File: src/tmit_cfg.svh
`ifndef TMIT_CFG_SVH
`define TMIT_CFG_SVH

// ----------------------------------------
// Register word offsets
// ----------------------------------------
`define TMIT_A_MASK1     6'h00
`define TMIT_A_CFG1      6'h01
`define TMIT_A_CFG2      6'h02
`define TMIT_A_CMD       6'h03
`define TMIT_A_TTAG      6'h05
`define TMIT_A_STAT1     6'h06
`define TMIT_A_QDATA     6'h08
`define TMIT_A_QIDX      6'h09
`define TMIT_A_MASK2     6'h1D
`define TMIT_A_STAT2     6'h1E

// ----------------------------------------
// Configuration 1 fields
// ----------------------------------------
`define TMIT_C1_IMODE    1:0
`define TMIT_C1_ENH      2
`define TMIT_C1_RES      5:3
`define TMIT_C1_SWINC    6
`define TMIT_C1_SYNCLR   7
`define TMIT_C1_SYNLD    8
`define TMIT_C1_SYNFLT   9
`define TMIT_C1_BCSYN    10
`define TMIT_C1_QEN      11
`define TMIT_C1_QVAL     12
`define TMIT_C1_QINV     13
`define TMIT_C1_EBC      14

// ----------------------------------------
// Configuration 2 and command fields
// ----------------------------------------
`define TMIT_C2_CSIZE    1:0
`define TMIT_C2_DSIZE    4:2
`define TMIT_CMD_ICLR    0
`define TMIT_CMD_TTINC   1
`define TMIT_CMD_STKCLR  2

// ----------------------------------------
// Status 1 bit positions
// ----------------------------------------
`define TMIT_S1_EOM      0
`define TMIT_S1_TTROLL   5
`define TMIT_S1_MTDROLL  9
`define TMIT_S1_MTCROLL  10
`define TMIT_S1_RAMPAR   12

// ----------------------------------------
// Status 2 bit positions
// ----------------------------------------
`define TMIT_S2_CHAIN    0
`define TMIT_S2_MTCHALF  4
`define TMIT_S2_MTDHALF  5
`define TMIT_S2_QROLL    8
`define TMIT_S2_USER     11

// ----------------------------------------
// Reset values and timing
// ----------------------------------------
`define TMIT_RST_WORD    16'h0000
`define TMIT_PAR_MARK    16'h8000
`define TMIT_CLK_NS      10
`define TMIT_BASE_US     2
`define TMIT_NS_PER_US   1000
`define TMIT_Q_DEPTH     64

`endif

File: src/tmit_pkg.sv
package tmit_pkg;

  typedef enum logic [1:0] {
    IM_PULSE,
    IM_LVL_SW,
    IM_LVL_AUTO
  } tmit_irq_mode_t;

  typedef enum logic [1:0] {
    TM_BC,
    TM_RT,
    TM_MON,
    TM_RT_MON
  } tmit_term_mode_t;

  typedef struct packed {
    logic [15:0] mask1;
    logic [15:0] mask2;
    logic [15:0] cfg1;
    logic [15:0] cfg2;
    logic [15:0] stat1;
    logic [15:0] stat2;
    logic [15:0] ttag;
    logic [5:0]  qidx;
    logic [13:0] cptr;
    logic [15:0] dptr;
    logic        irq;
    logic [15:0] rdata;
    logic        stamp_we;
    logic [15:0] stamp;
    logic        gpq_we;
    logic [15:0] gpq;
    logic [15:0] sync_word;
  } tmit_state_t;

  typedef struct packed {
    logic [15:0] cnt;
    logic        tick;
  } tmit_tb_state_t;

  typedef struct packed {
    logic [5:0] wptr;
    logic       roll;
  } tmit_q_state_t;

endpackage

File: src/tmit_timebase.sv
`timescale 1ns/10ps
`include "tmit_cfg.svh"

module tmit_timebase #(
  parameter int TICK_CYCLES = 200
) (
  // Clock and reset
  input  wire logic       clk_i,
  input  wire logic       reset_i,
  // Resolution select, 2 us shifted left by res_i, at most 64 us
  input  wire logic [2:0] res_i,
  // One-cycle tick
  output logic            tick_o
);

  tmit_pkg::tmit_tb_state_t s_r;
  tmit_pkg::tmit_tb_state_t s_nxt;
  logic [15:0]              limit;

  // ----------------------------------------
  // Divider
  // ----------------------------------------
  always_comb begin
    s_nxt = s_r;
    limit = 16'((TICK_CYCLES << res_i) - 1);
    s_nxt.tick = 1'b0;
    // Resolutions above 64 us are clipped to 64 us
    if (res_i > 3'h5) begin
      limit = 16'((TICK_CYCLES << 5) - 1);
    end
    if (s_r.cnt >= limit) begin
      s_nxt.cnt = 16'h0000;
      s_nxt.tick = 1'b1;
    end else begin
      s_nxt.cnt = s_r.cnt + 16'h0001;
    end
  end

  always_ff @(posedge clk_i) begin
    if (reset_i) begin
      s_r <= '0;
    end else begin
      s_r <= s_nxt;
    end
  end

  assign tick_o = s_r.tick;

endmodule // tmit_timebase

File: src/tmit_evq.sv
`timescale 1ns/10ps
`include "tmit_cfg.svh"

module tmit_evq #(
  parameter int DEPTH = `TMIT_Q_DEPTH
) (
  // Clock and reset
  input  wire logic        clk_i,
  input  wire logic        reset_i,
  // Entry write, two words per entry
  input  wire logic        we_i,
  input  wire logic [15:0] w0_i,
  input  wire logic [15:0] w1_i,
  // Read port
  input  wire logic [5:0]  rd_idx_i,
  output logic [15:0]      rd_data_o,
  output logic [5:0]       wptr_o,
  output logic             roll_o
);

  logic [15:0]               mem [DEPTH];
  tmit_pkg::tmit_q_state_t   s_r;
  tmit_pkg::tmit_q_state_t   s_nxt;

  // ----------------------------------------
  // Pointer and rollover
  // ----------------------------------------
  always_comb begin
    s_nxt = s_r;
    s_nxt.roll = 1'b0;
    if (we_i) begin
      s_nxt.wptr = s_r.wptr + 6'h02;
      s_nxt.roll = (s_r.wptr == 6'(DEPTH - 2));
    end
  end

  always_ff @(posedge clk_i) begin
    if (reset_i) begin
      s_r <= '0;
    end else begin
      s_r <= s_nxt;
    end
  end

  // No reset on storage: contents are only meaningful once written, below the pointer or anywhere after a rollover
  always_ff @(posedge clk_i) begin
    if (we_i) begin
      mem[s_r.wptr] <= w0_i;
      mem[s_r.wptr + 6'h01] <= w1_i;
    end
  end

  assign rd_data_o = mem[rd_idx_i];
  assign wptr_o = s_r.wptr;
  assign roll_o = s_r.roll;

endmodule // tmit_evq

File: src/tmit_core.sv
// Function
// - Monitor raises end-of-message, half and full wrap on command and data stacks.
// - Half-way event fires when a monitor stack reaches half its size.
// - RT and monitor modes keep a 64-word queue, two words per message.
// - Queue entries filtered to valid, invalid, or both message kinds.
// - Host read/write 16-bit time tag, tick 2 to 64 us selectable.
// - Optional mode where the time tag advances only on software command.
// - Current time tag handed out for each processed message descriptor.
// - Time tag wrap from FFFF to 0000 sets a status flag.
// - RT sync without data clears, sync with data loads the time tag.
// - With filtering, sync data loads only when its LSB is zero.
// - BC may send the time tag as the sync-with-data word.
// - BC sequencer can load the time tag and copy it to its queue.
// - Interrupt output is pulse, software-cleared level, or read-cleared level.
// - Standard mode sets status only when the event's mask bit is on.
// - Enhanced mode always sets status; mask gates only the request.
// - Status 2 bit 0 shows a pending interrupt in status 1.
// - Status 1 covers parity, timeout, rollovers, handshake, retry, mode code, EOM.
// - Status 2 covers self-test, half rollovers, opcode faults, queue rollover, trap.
// - Enhanced BC offers four user interrupt bits raised by the sequencer.
// - Time tag keeps counting through self-test and is not restored.
// - RAM parity error address is logged in the queue when enabled.
`timescale 1ns/10ps
`include "tmit_cfg.svh"

module tmit_core #(
  parameter int TICK_CYCLES = `TMIT_BASE_US * `TMIT_NS_PER_US / `TMIT_CLK_NS
) (
  // Clock and reset
  input  wire logic        clk_i,
  input  wire logic        reset_i,
  // Register port
  input  wire logic        reg_sel_i,
  input  wire logic        reg_rd_i,
  input  wire logic        reg_wr_i,
  input  wire logic [5:0]  reg_addr_i,
  input  wire logic [15:0] reg_wdata_i,
  output logic [15:0]      reg_rdata_o,
  // Terminal mode
  input  wire logic [1:0]  term_mode_i,
  // Raw event pulses for both status registers
  input  wire logic [15:0] ev1_i,
  input  wire logic [15:0] ev2_i,
  // Monitor stack writes
  input  wire logic        mon_cmd_push_i,
  input  wire logic        mon_data_push_i,
  // Message completion and queue data
  input  wire logic        msg_done_i,
  input  wire logic        msg_irq_i,
  input  wire logic        msg_valid_i,
  input  wire logic [15:0] msg_status_i,
  input  wire logic [15:0] msg_ptr_i,
  // RAM parity
  input  wire logic        ram_par_err_i,
  input  wire logic [15:0] ram_par_addr_i,
  // RT synchronize mode commands
  input  wire logic        rt_sync_i,
  input  wire logic        rt_sync_data_i,
  input  wire logic [15:0] rt_sync_word_i,
  // BC sequencer
  input  wire logic        bc_tt_load_i,
  input  wire logic [15:0] bc_tt_value_i,
  input  wire logic        bc_tt_copy_i,
  input  wire logic [3:0]  bc_user_irq_i,
  input  wire logic [15:0] bc_sync_user_i,
  // Outputs
  output logic             irq_o,
  output logic             stamp_we_o,
  output logic [15:0]      stamp_o,
  output logic             gpq_we_o,
  output logic [15:0]      gpq_data_o,
  output logic [15:0]      bc_sync_word_o
);

  tmit_pkg::tmit_state_t     s_r;
  tmit_pkg::tmit_state_t     s_nxt;
  tmit_pkg::tmit_irq_mode_t  imode;
  logic                      tick;
  logic                      rd;
  logic                      wr;
  logic                      inc;
  logic                      q_we;
  logic [15:0]               q_w0;
  logic [15:0]               q_w1;
  logic [15:0]               q_rdata;
  logic [5:0]                q_wptr;
  logic                      q_roll;
  logic [15:0]               ev1;
  logic [15:0]               ev2;
  logic [15:0]               set1;
  logic [15:0]               set2;
  logic [15:0]               clr1;
  logic [15:0]               clr2;
  logic [16:0]               csize;
  logic [16:0]               dsize;
  logic                      newreq;
  logic                      qmode;

  // ----------------------------------------
  // Helpers
  // ----------------------------------------
  function automatic logic [16:0] cmd_size(input logic [1:0] sel);
    cmd_size = 17'h00100 << {sel, 1'b0};
  endfunction

  function automatic logic [16:0] data_size(input logic [2:0] sel);
    data_size = 17'h00200 << sel;
  endfunction

  function automatic logic is_reg(input logic [5:0] a, input logic [5:0] b);
    is_reg = (a == b);
  endfunction

  // ----------------------------------------
  // Time base and event queue
  // ----------------------------------------
  tmit_timebase #(
    .TICK_CYCLES (TICK_CYCLES)
  ) u_tb (
    .clk_i   (clk_i),
    .reset_i (reset_i),
    .res_i   (s_r.cfg1[`TMIT_C1_RES]),
    .tick_o  (tick)
  );

  tmit_evq #(
    .DEPTH (`TMIT_Q_DEPTH)
  ) u_q (
    .clk_i     (clk_i),
    .reset_i   (reset_i),
    .we_i      (q_we),
    .w0_i      (q_w0),
    .w1_i      (q_w1),
    .rd_idx_i  (s_r.qidx),
    .rd_data_o (q_rdata),
    .wptr_o    (q_wptr),
    .roll_o    (q_roll)
  );

  // ----------------------------------------
  // Queue entry selection
  // ----------------------------------------
  always_comb begin
    qmode = s_r.cfg1[`TMIT_C1_QEN] &&
            (tmit_pkg::tmit_term_mode_t'(term_mode_i) != tmit_pkg::TM_BC);
    q_we = 1'b0;
    q_w0 = `TMIT_RST_WORD;
    q_w1 = `TMIT_RST_WORD;
    // Parity wins a shared cycle; the message entry is then dropped
    if (qmode && ram_par_err_i) begin
      q_we = 1'b1;
      q_w0 = `TMIT_PAR_MARK;
      q_w1 = ram_par_addr_i;
    end else if (qmode && msg_irq_i &&
                 ((msg_valid_i && s_r.cfg1[`TMIT_C1_QVAL]) ||
                  (!msg_valid_i && s_r.cfg1[`TMIT_C1_QINV]))) begin
      q_we = 1'b1;
      q_w0 = {1'b0, msg_valid_i, msg_status_i[13:0]};
      q_w1 = msg_ptr_i;
    end
  end

  // ----------------------------------------
  // Next state
  // ----------------------------------------
  always_comb begin
    s_nxt = s_r;
    rd = reg_sel_i && reg_rd_i;
    wr = reg_sel_i && reg_wr_i;
    imode = tmit_pkg::tmit_irq_mode_t'(s_r.cfg1[`TMIT_C1_IMODE]);
    csize = cmd_size(s_r.cfg2[`TMIT_C2_CSIZE]);
    dsize = data_size(s_r.cfg2[`TMIT_C2_DSIZE]);
    s_nxt.stamp_we = 1'b0;
    s_nxt.gpq_we = 1'b0;
    ev1 = ev1_i;
    ev2 = ev2_i;
    ev2[`TMIT_S2_CHAIN] = 1'b0;

    // Host writes
    if (wr) begin
      unique case (reg_addr_i)
        `TMIT_A_MASK1: s_nxt.mask1 = reg_wdata_i;
        `TMIT_A_MASK2: s_nxt.mask2 = reg_wdata_i;
        `TMIT_A_CFG1:  s_nxt.cfg1 = reg_wdata_i;
        `TMIT_A_CFG2:  s_nxt.cfg2 = reg_wdata_i;
        `TMIT_A_QIDX:  s_nxt.qidx = reg_wdata_i[5:0];
        default: ;
      endcase
    end

    // Time tag: counts on through self-test, no save or restore
    inc = s_r.cfg1[`TMIT_C1_SWINC] ?
          (wr && is_reg(reg_addr_i, `TMIT_A_CMD) && reg_wdata_i[`TMIT_CMD_TTINC]) :
          tick;
    if (wr && is_reg(reg_addr_i, `TMIT_A_TTAG)) begin
      s_nxt.ttag = reg_wdata_i;
    end else if (bc_tt_load_i) begin
      s_nxt.ttag = bc_tt_value_i;
    end else if (rt_sync_i && s_r.cfg1[`TMIT_C1_SYNCLR]) begin
      s_nxt.ttag = 16'h0000;
    end else if (rt_sync_data_i && s_r.cfg1[`TMIT_C1_SYNLD] &&
                 !(s_r.cfg1[`TMIT_C1_SYNFLT] && rt_sync_word_i[0])) begin
      s_nxt.ttag = rt_sync_word_i;
    end else if (inc) begin
      s_nxt.ttag = s_r.ttag + 16'h0001;
      ev1[`TMIT_S1_TTROLL] = ev1_i[`TMIT_S1_TTROLL] || (s_r.ttag == 16'hFFFF);
    end

    // Time tag consumers
    if (msg_done_i) begin
      s_nxt.stamp_we = 1'b1;
      s_nxt.stamp = s_r.ttag;
    end
    if (bc_tt_copy_i) begin
      s_nxt.gpq_we = 1'b1;
      s_nxt.gpq = s_r.ttag;
    end
    s_nxt.sync_word = s_r.cfg1[`TMIT_C1_BCSYN] ? s_r.ttag : bc_sync_user_i;

    // Monitor stacks
    if (wr && is_reg(reg_addr_i, `TMIT_A_CMD) && reg_wdata_i[`TMIT_CMD_STKCLR]) begin
      s_nxt.cptr = 14'h0000;
      s_nxt.dptr = 16'h0000;
    end else begin
      if (mon_cmd_push_i) begin
        if (17'(s_r.cptr) + 17'h00001 >= csize) begin
          s_nxt.cptr = 14'h0000;
          ev1[`TMIT_S1_MTCROLL] = 1'b1;
        end else begin
          s_nxt.cptr = s_r.cptr + 14'h0001;
          ev2[`TMIT_S2_MTCHALF] = ev2_i[`TMIT_S2_MTCHALF] ||
                                  (17'(s_r.cptr) + 17'h00001 == (csize >> 1));
        end
      end
      if (mon_data_push_i) begin
        if (17'(s_r.dptr) + 17'h00001 >= dsize) begin
          s_nxt.dptr = 16'h0000;
          ev1[`TMIT_S1_MTDROLL] = 1'b1;
        end else begin
          s_nxt.dptr = s_r.dptr + 16'h0001;
          ev2[`TMIT_S2_MTDHALF] = ev2_i[`TMIT_S2_MTDHALF] ||
                                  (17'(s_r.dptr) + 17'h00001 == (dsize >> 1));
        end
      end
    end

    // Internal event sources
    ev1[`TMIT_S1_EOM] = ev1[`TMIT_S1_EOM] || msg_done_i;
    ev1[`TMIT_S1_RAMPAR] = ev1[`TMIT_S1_RAMPAR] || ram_par_err_i;
    ev2[`TMIT_S2_QROLL] = ev2_i[`TMIT_S2_QROLL] || q_roll;
    if (s_r.cfg1[`TMIT_C1_EBC]) begin
      ev2[`TMIT_S2_USER +: 4] = ev2_i[`TMIT_S2_USER +: 4] | bc_user_irq_i;
    end

    // Status update: a new event wins over the read clear
    set1 = s_r.cfg1[`TMIT_C1_ENH] ? ev1 : (ev1 & s_r.mask1);
    set2 = s_r.cfg1[`TMIT_C1_ENH] ? ev2 : (ev2 & s_r.mask2);
    clr1 = (rd && is_reg(reg_addr_i, `TMIT_A_STAT1)) ? 16'hFFFF : 16'h0000;
    clr2 = (rd && is_reg(reg_addr_i, `TMIT_A_STAT2)) ? 16'hFFFF : 16'h0000;
    s_nxt.stat1 = (s_r.stat1 & ~clr1) | set1;
    s_nxt.stat2 = (s_r.stat2 & ~clr2) | set2;
    s_nxt.stat2[`TMIT_S2_CHAIN] = |(s_nxt.stat1 & s_r.mask1);

    // Interrupt output
    newreq = |(ev1 & s_r.mask1) || |(ev2 & s_r.mask2);
    unique case (imode)
      tmit_pkg::IM_LVL_SW: begin
        s_nxt.irq = newreq || (s_r.irq && !(wr && is_reg(reg_addr_i, `TMIT_A_CMD) &&
                                         reg_wdata_i[`TMIT_CMD_ICLR]));
      end
      tmit_pkg::IM_LVL_AUTO: begin
        s_nxt.irq = newreq || (s_r.irq && !(clr1[0] || clr2[0]));
      end
      // Code 3 is not a defined mode and behaves as pulse
      default: begin
        s_nxt.irq = newreq;
      end
    endcase

    // Read data, one cycle after the read strobe
    s_nxt.rdata = `TMIT_RST_WORD;
    if (rd) begin
      unique case (reg_addr_i)
        `TMIT_A_MASK1: s_nxt.rdata = s_r.mask1;
        `TMIT_A_MASK2: s_nxt.rdata = s_r.mask2;
        `TMIT_A_CFG1:  s_nxt.rdata = s_r.cfg1;
        `TMIT_A_CFG2:  s_nxt.rdata = s_r.cfg2;
        `TMIT_A_TTAG:  s_nxt.rdata = s_r.ttag;
        `TMIT_A_STAT1: s_nxt.rdata = s_r.stat1;
        `TMIT_A_STAT2: s_nxt.rdata = s_r.stat2;
        `TMIT_A_QDATA: s_nxt.rdata = q_rdata;
        `TMIT_A_QIDX:  s_nxt.rdata = {10'h000, q_wptr};
        default: ;
      endcase
    end
  end

  // ----------------------------------------
  // State register
  // ----------------------------------------
  always_ff @(posedge clk_i) begin
    if (reset_i) begin
      s_r <= '0;
    end else begin
      s_r <= s_nxt;
    end
  end

  // ----------------------------------------
  // Outputs
  // ----------------------------------------
  assign reg_rdata_o = s_r.rdata;
  assign irq_o = s_r.irq;
  assign stamp_we_o = s_r.stamp_we;
  assign stamp_o = s_r.stamp;
  assign gpq_we_o = s_r.gpq_we;
  assign gpq_data_o = s_r.gpq;
  assign bc_sync_word_o = s_r.sync_word;

endmodule // tmit_core

File: config.mk
export PLATFORM = sky130hd
export DESIGN_NAME = tmit_core
export DESIGN_NICKNAME = d
export VERILOG_FILES = /design/src/tmit_pkg.sv /design/src/tmit_timebase.sv /design/src/tmit_evq.sv /design/src/tmit_core.sv
export VERILOG_INCLUDE_DIRS = /design/src /design/src/src
export SDC_FILE = /design/constraint.sdc
export NUM_CORES = 2
export LEC_CHECK = 0
export ABC_AREA = 0
export BUFFER_PORTS_ARGS = -buffer_cell sky130_fd_sc_hd__buf_2
export CELL_PAD_IN_SITES_DETAIL_PLACEMENT = 0
export CELL_PAD_IN_SITES_GLOBAL_PLACEMENT = 1
export CORE_MARGIN = 10
export CORE_UTILIZATION = 35
export DETAILED_ROUTE_END_ITERATION = 16
export GPL_TIMING_DRIVEN = 1
export PLACE_DENSITY = 0.68
export SYNTH_ARGS = -nofsm -noshare
export SYNTH_HDL_FRONTEND = slang
export SYNTH_HIERARCHICAL = 1
export SYNTH_SLANG_ARGS = --single-unit
export TNS_END_PERCENT = 50
File: constraint.sdc
create_clock -name clk_i -period 5.2 [get_ports clk_i]
set_input_delay 1.04 -clock clk_i [delete_from_list [all_inputs] [get_ports clk_i]]
set_output_delay 1.04 -clock clk_i [all_outputs]
set_load 0.01 [all_outputs]
==> metrics <==
synthesized cell area=0.05256 mm^2; Worst path max stage delay=0.71 ns; flop2flop setup slack=1.01 ns; Post-Synth XOR/XNOR Area=0.7165%; Tmin final=about 4.2 ns; PortBufs=234; leak pwr=21.81 nW; clock power share=45.8%; f_max=238.5 MHz; Synth top area share=a little under 60%; RePlAce Congestion=0.8641; Max Root-Sink Buffers=3; Final Hold Vio Count=0; clock latency on the worst-skew pair=0.77 ns; Ys Warns=6; share of cells above drive strength 1=24.24%; final wirelength=between 100 and 150 mm; Wirelength per Cell=24.56 um; R2R depth=12; synthesis-stage register bit count=1262; initial antenna violation count=4; via count of the first global-routing pass=30820; reg2reg end=s_r[119]$_SDFF_PP0_; Fill cells=13750; post-synth top area cell=edfxtp_1; Pwr per Cell Area=343.3 mW/mm^2; unrepaired setup endpoints after global routing=no; final slew viol count=0; FF-to-FF Start=s_r[72]$_SDFFE_PP0P_; Least-Margin Pin Slew=1.280 ns; largest family of logic cells by synthesized area=multiplexers; core area=between 0.1 and 0.15 mm^2; synthesized instance count=3351; post-CTS setup buffers=0; Hold Crit Class=flip-flop to flip-flop; DR vias/cell=5.431; initial core utilization=35.13%; Switching Share=about a fifth; Synth-to-Final Area Change=14.35%; CTS buffer count=135; Detailed Place HPWL=between 80 and 90 mm; Crit Path Max Fanout=13; GRT Total Usage=16.37%; Synth Area in Adders=0.8808%; Critical path buffers and inverters=1; setup TNS=0 ns; CTS hold repair buffers=0; design area=~0.060 mm^2; Setup CP Type=flip-flop to flip-flop; ys flop type=edfxtp_1; Seq pwr share=between 50% and 60%; antenna violation net count after detailed routing=0; Post-synth EDFFs=approximately 1000; most frequent cells in the layout=1024 x edfxtp_1, 234 x nand2_1, 234 x dfxtp_1; total grt overflow=0; global-route wire length before repair=208.0 mm; largest net degree at the start of global routing=77; Placed Area=0.05575 mm^2; CP Launch Point=s_r[72]$_SDFFE_PP0P_; commonest non-fill, non-tap cell in the layout=edfxtp_1; CP Data Required Time=5.81 ns; crit path capture=s_r[119]$_SDFF_PP0_; # rows=142; multi-input logic area=0.01557 mm^2; P_sw=4.317 mW; Worst slew margin=~15%; CTS Root Cell=clkbuf_16; Die Y=about 410 um; CP Cell Sequence=nand4_1 -> o41ai_1 -> and2_1 -> inv_1 -> ha_1 -> a21oi_1 -> o21ai_0 -> or2_2 -> and3_4 -> a211o_1 -> a2111oi_2 -> a31oi_1; critical path arrival=4.80 ns; final clock skew=roughly 0.037 ns; Internal=16.32 mW; crit path capture type=flip-flop; placed cells=5425; Die ar.=0.1661 mm^2; Synth cell types=85; status=finished clean; Top Ports=238; VDD IR max=0.2742 mV; Die Wd=407.5 um; CP Launch Type=flip-flop; Logic pwr share=1.7%; Clock Sinks=around 1300; post-layout util=40.18%; multiplexer share of the synthesized area=13.80%; CTS tree=done; Layout Cells excl Fill=about 5700; simple-gate share of the synthesized area=6.428%; PostCTS Resize Cnt=0; DRC errors left=0; via count=30800; compound-gate portion of the synthesized area=7.311%; Max Cap Viol=0; CTS clock-pin slew for the worst setup and hold paths=0.06 ns; crit-path leading delay family=compound AO/OA/AOI/OAI gates; nets=3754; Syn Area/Cell=approximately 16 um^2; FF/Latch Area=0.03553 mm^2; critical path depth in cells=12; n_diodes=0; Crit-path slowest cell=o41ai_1; async set-reset flop share out of synthesis=0%; Area contributors post-synth=edfxtp_1 59%, mux4_2 9.9%, dfxtp_1 9.1%, mux2i_1 2.7%, nand2_1 1.7%; Initial DRC Count=2946; Post-Syn Nets=3559; post-route clock period utilization=around four fifths; DR pass1 iterations=6; Seq/Total Area, Yosys=67.57%; final setup fails=0; htree depth=4
==> synth_stat cells, drive strengths merged (5+ instances only) <==
| master | n |
|---|---|
| buf | 150 |
| edfxtp | 1024 |
| o221ai | 13 |
| a22o | 25 |
| xor2 | 17 |
| nor4 | 11 |
| a31oi | 25 |
| and4 | 8 |
| nor3 | 59 |
| a21oi | 130 |
| nand2b | 11 |
| or4 | 7 |
| or2 | 8 |
| dfxtp | 238 |
| nand4b | 5 |
| ha | 37 |
| a222oi | 7 |
| a31o | 6 |
| a21o | 13 |
| o22ai | 38 |
| nor2b | 30 |
| or3 | 13 |
| o21ai | 76 |
| xnor2 | 26 |
| nand3 | 48 |
| clkbuf | 129 |
| o211ai | 17 |
| mux2i | 143 |
| nor2 | 177 |
| a221oi | 19 |
| a22oi | 108 |
| a211oi | 22 |
| mux4 | 230 |
| inv | 29 |
| and3 | 29 |
| a221o | 9 |
| o32ai | 11 |
| o31ai | 6 |
| nand4 | 22 |
| mux2 | 57 |
| nand3b | 8 |
| nand2 | 235 |
| a2111oi | 8 |
| and2 | 27 |
==> power by group through the flow <==
| stage | clock, mW | combinational, mW | sequential [mW] |
|---|---|---|---|
| after floorplan | 0 | 0.187 | 11.0 |
| after global placement | 0 | 0.340 | 11.0 |
| after detailed placement | 0 | 0.340 | 11.1 |
| after CTS | 9.65 | 0.341 | 10.8 |
| after global routing | 10.1 | 0.368 | 10.8 |
| final | 9.46 | 0.343 | 10.8 |
==> layer usage <==
metal	track usage, %	wire length, um	vias up
met5	0	0	-
met4	4.524	2822	0
met3	3.672	10740	172
met2	25.06	62930	1131
met1	23.37	62810	15910
li1	-	-	13590
==> cell families (layout without fill, tap and decap cells) <==
kind of cell | Yosys count | after routing
AOI/OAI and AO/OA | 564 | 564
xor gates and xnor gates | 43 | 43
adders and majority gates | 37 | 37
buffers and inverters | 308 | 612
DFF | 1262 | 1262
muxes | 430 | 430
other | 2 | 2
and+or+nand+nor | 705 | 705
==> flip-flops by register name (all words and copies together), names as in the netlist, 2 cells and up <==
signal,cells
s_r,146
reg_rdata_o,16
bc_sync_word_o,16
u_tb/s_r,16
u_q/wptr_o,5
u_q/mem,1024
gpq_data_o,16
stamp_o,16
imode,2
==> metrics by stage <==
stage | worst slack [ns] | hold WS [ns] | power (mW)
floorplan | 0.4175 | 0.4315 | 11.21
global placement | 1.066 | 0.4386 | 11.39
detailed placement | 1.066 | 0.4431 | 11.39
CTS | 1.038 | 0.4440 | 20.83
global route | 0.6094 | 0.4669 | 21.26
finish | 1.007 | 0.4531 | 20.63
==> area by class of cell <==
cell class | count | area share (%)
timing repair buffer | 337 | 3.370
sequential | 1262 | 59.11
tap | 2016 | 4.197
inverter | 29 | 0.1811
multi-input combinational | 1781 | 25.91
clock inverter | 68 | 1.083
clock buffer | 178 | 6.150
==> worst min-delay path by stage <==
| stage | startpoint | to | cells past startpoint |
|---|---|---|---|
| 6_report | u_tb/s_r[1]$_SDFF_PP0_ | u_tb/s_r[1]$_SDFF_PP0_ | 1 |
| 5_1_grt | s_r[129]$_SDFF_PP0_ | s_r[129]$_SDFF_PP0_ | 2 |
| 4_1_cts | bc_sync_user_i[1] | bc_sync_word_o[1]$_SDFF_PP0_ | 3 |
| 3_5_place_dp | s_r[120]$_SDFF_PP0_ | s_r[120]$_SDFF_PP0_ | 2 |
| 3_3_place_gp | s_r[127]$_SDFF_PP0_ | s_r[127]$_SDFF_PP0_ | 2 |
| 2_1_floorplan | s_r[120]$_SDFF_PP0_ | s_r[120]$_SDFF_PP0_ | 2 |
(Power assumes the default switching activity.)
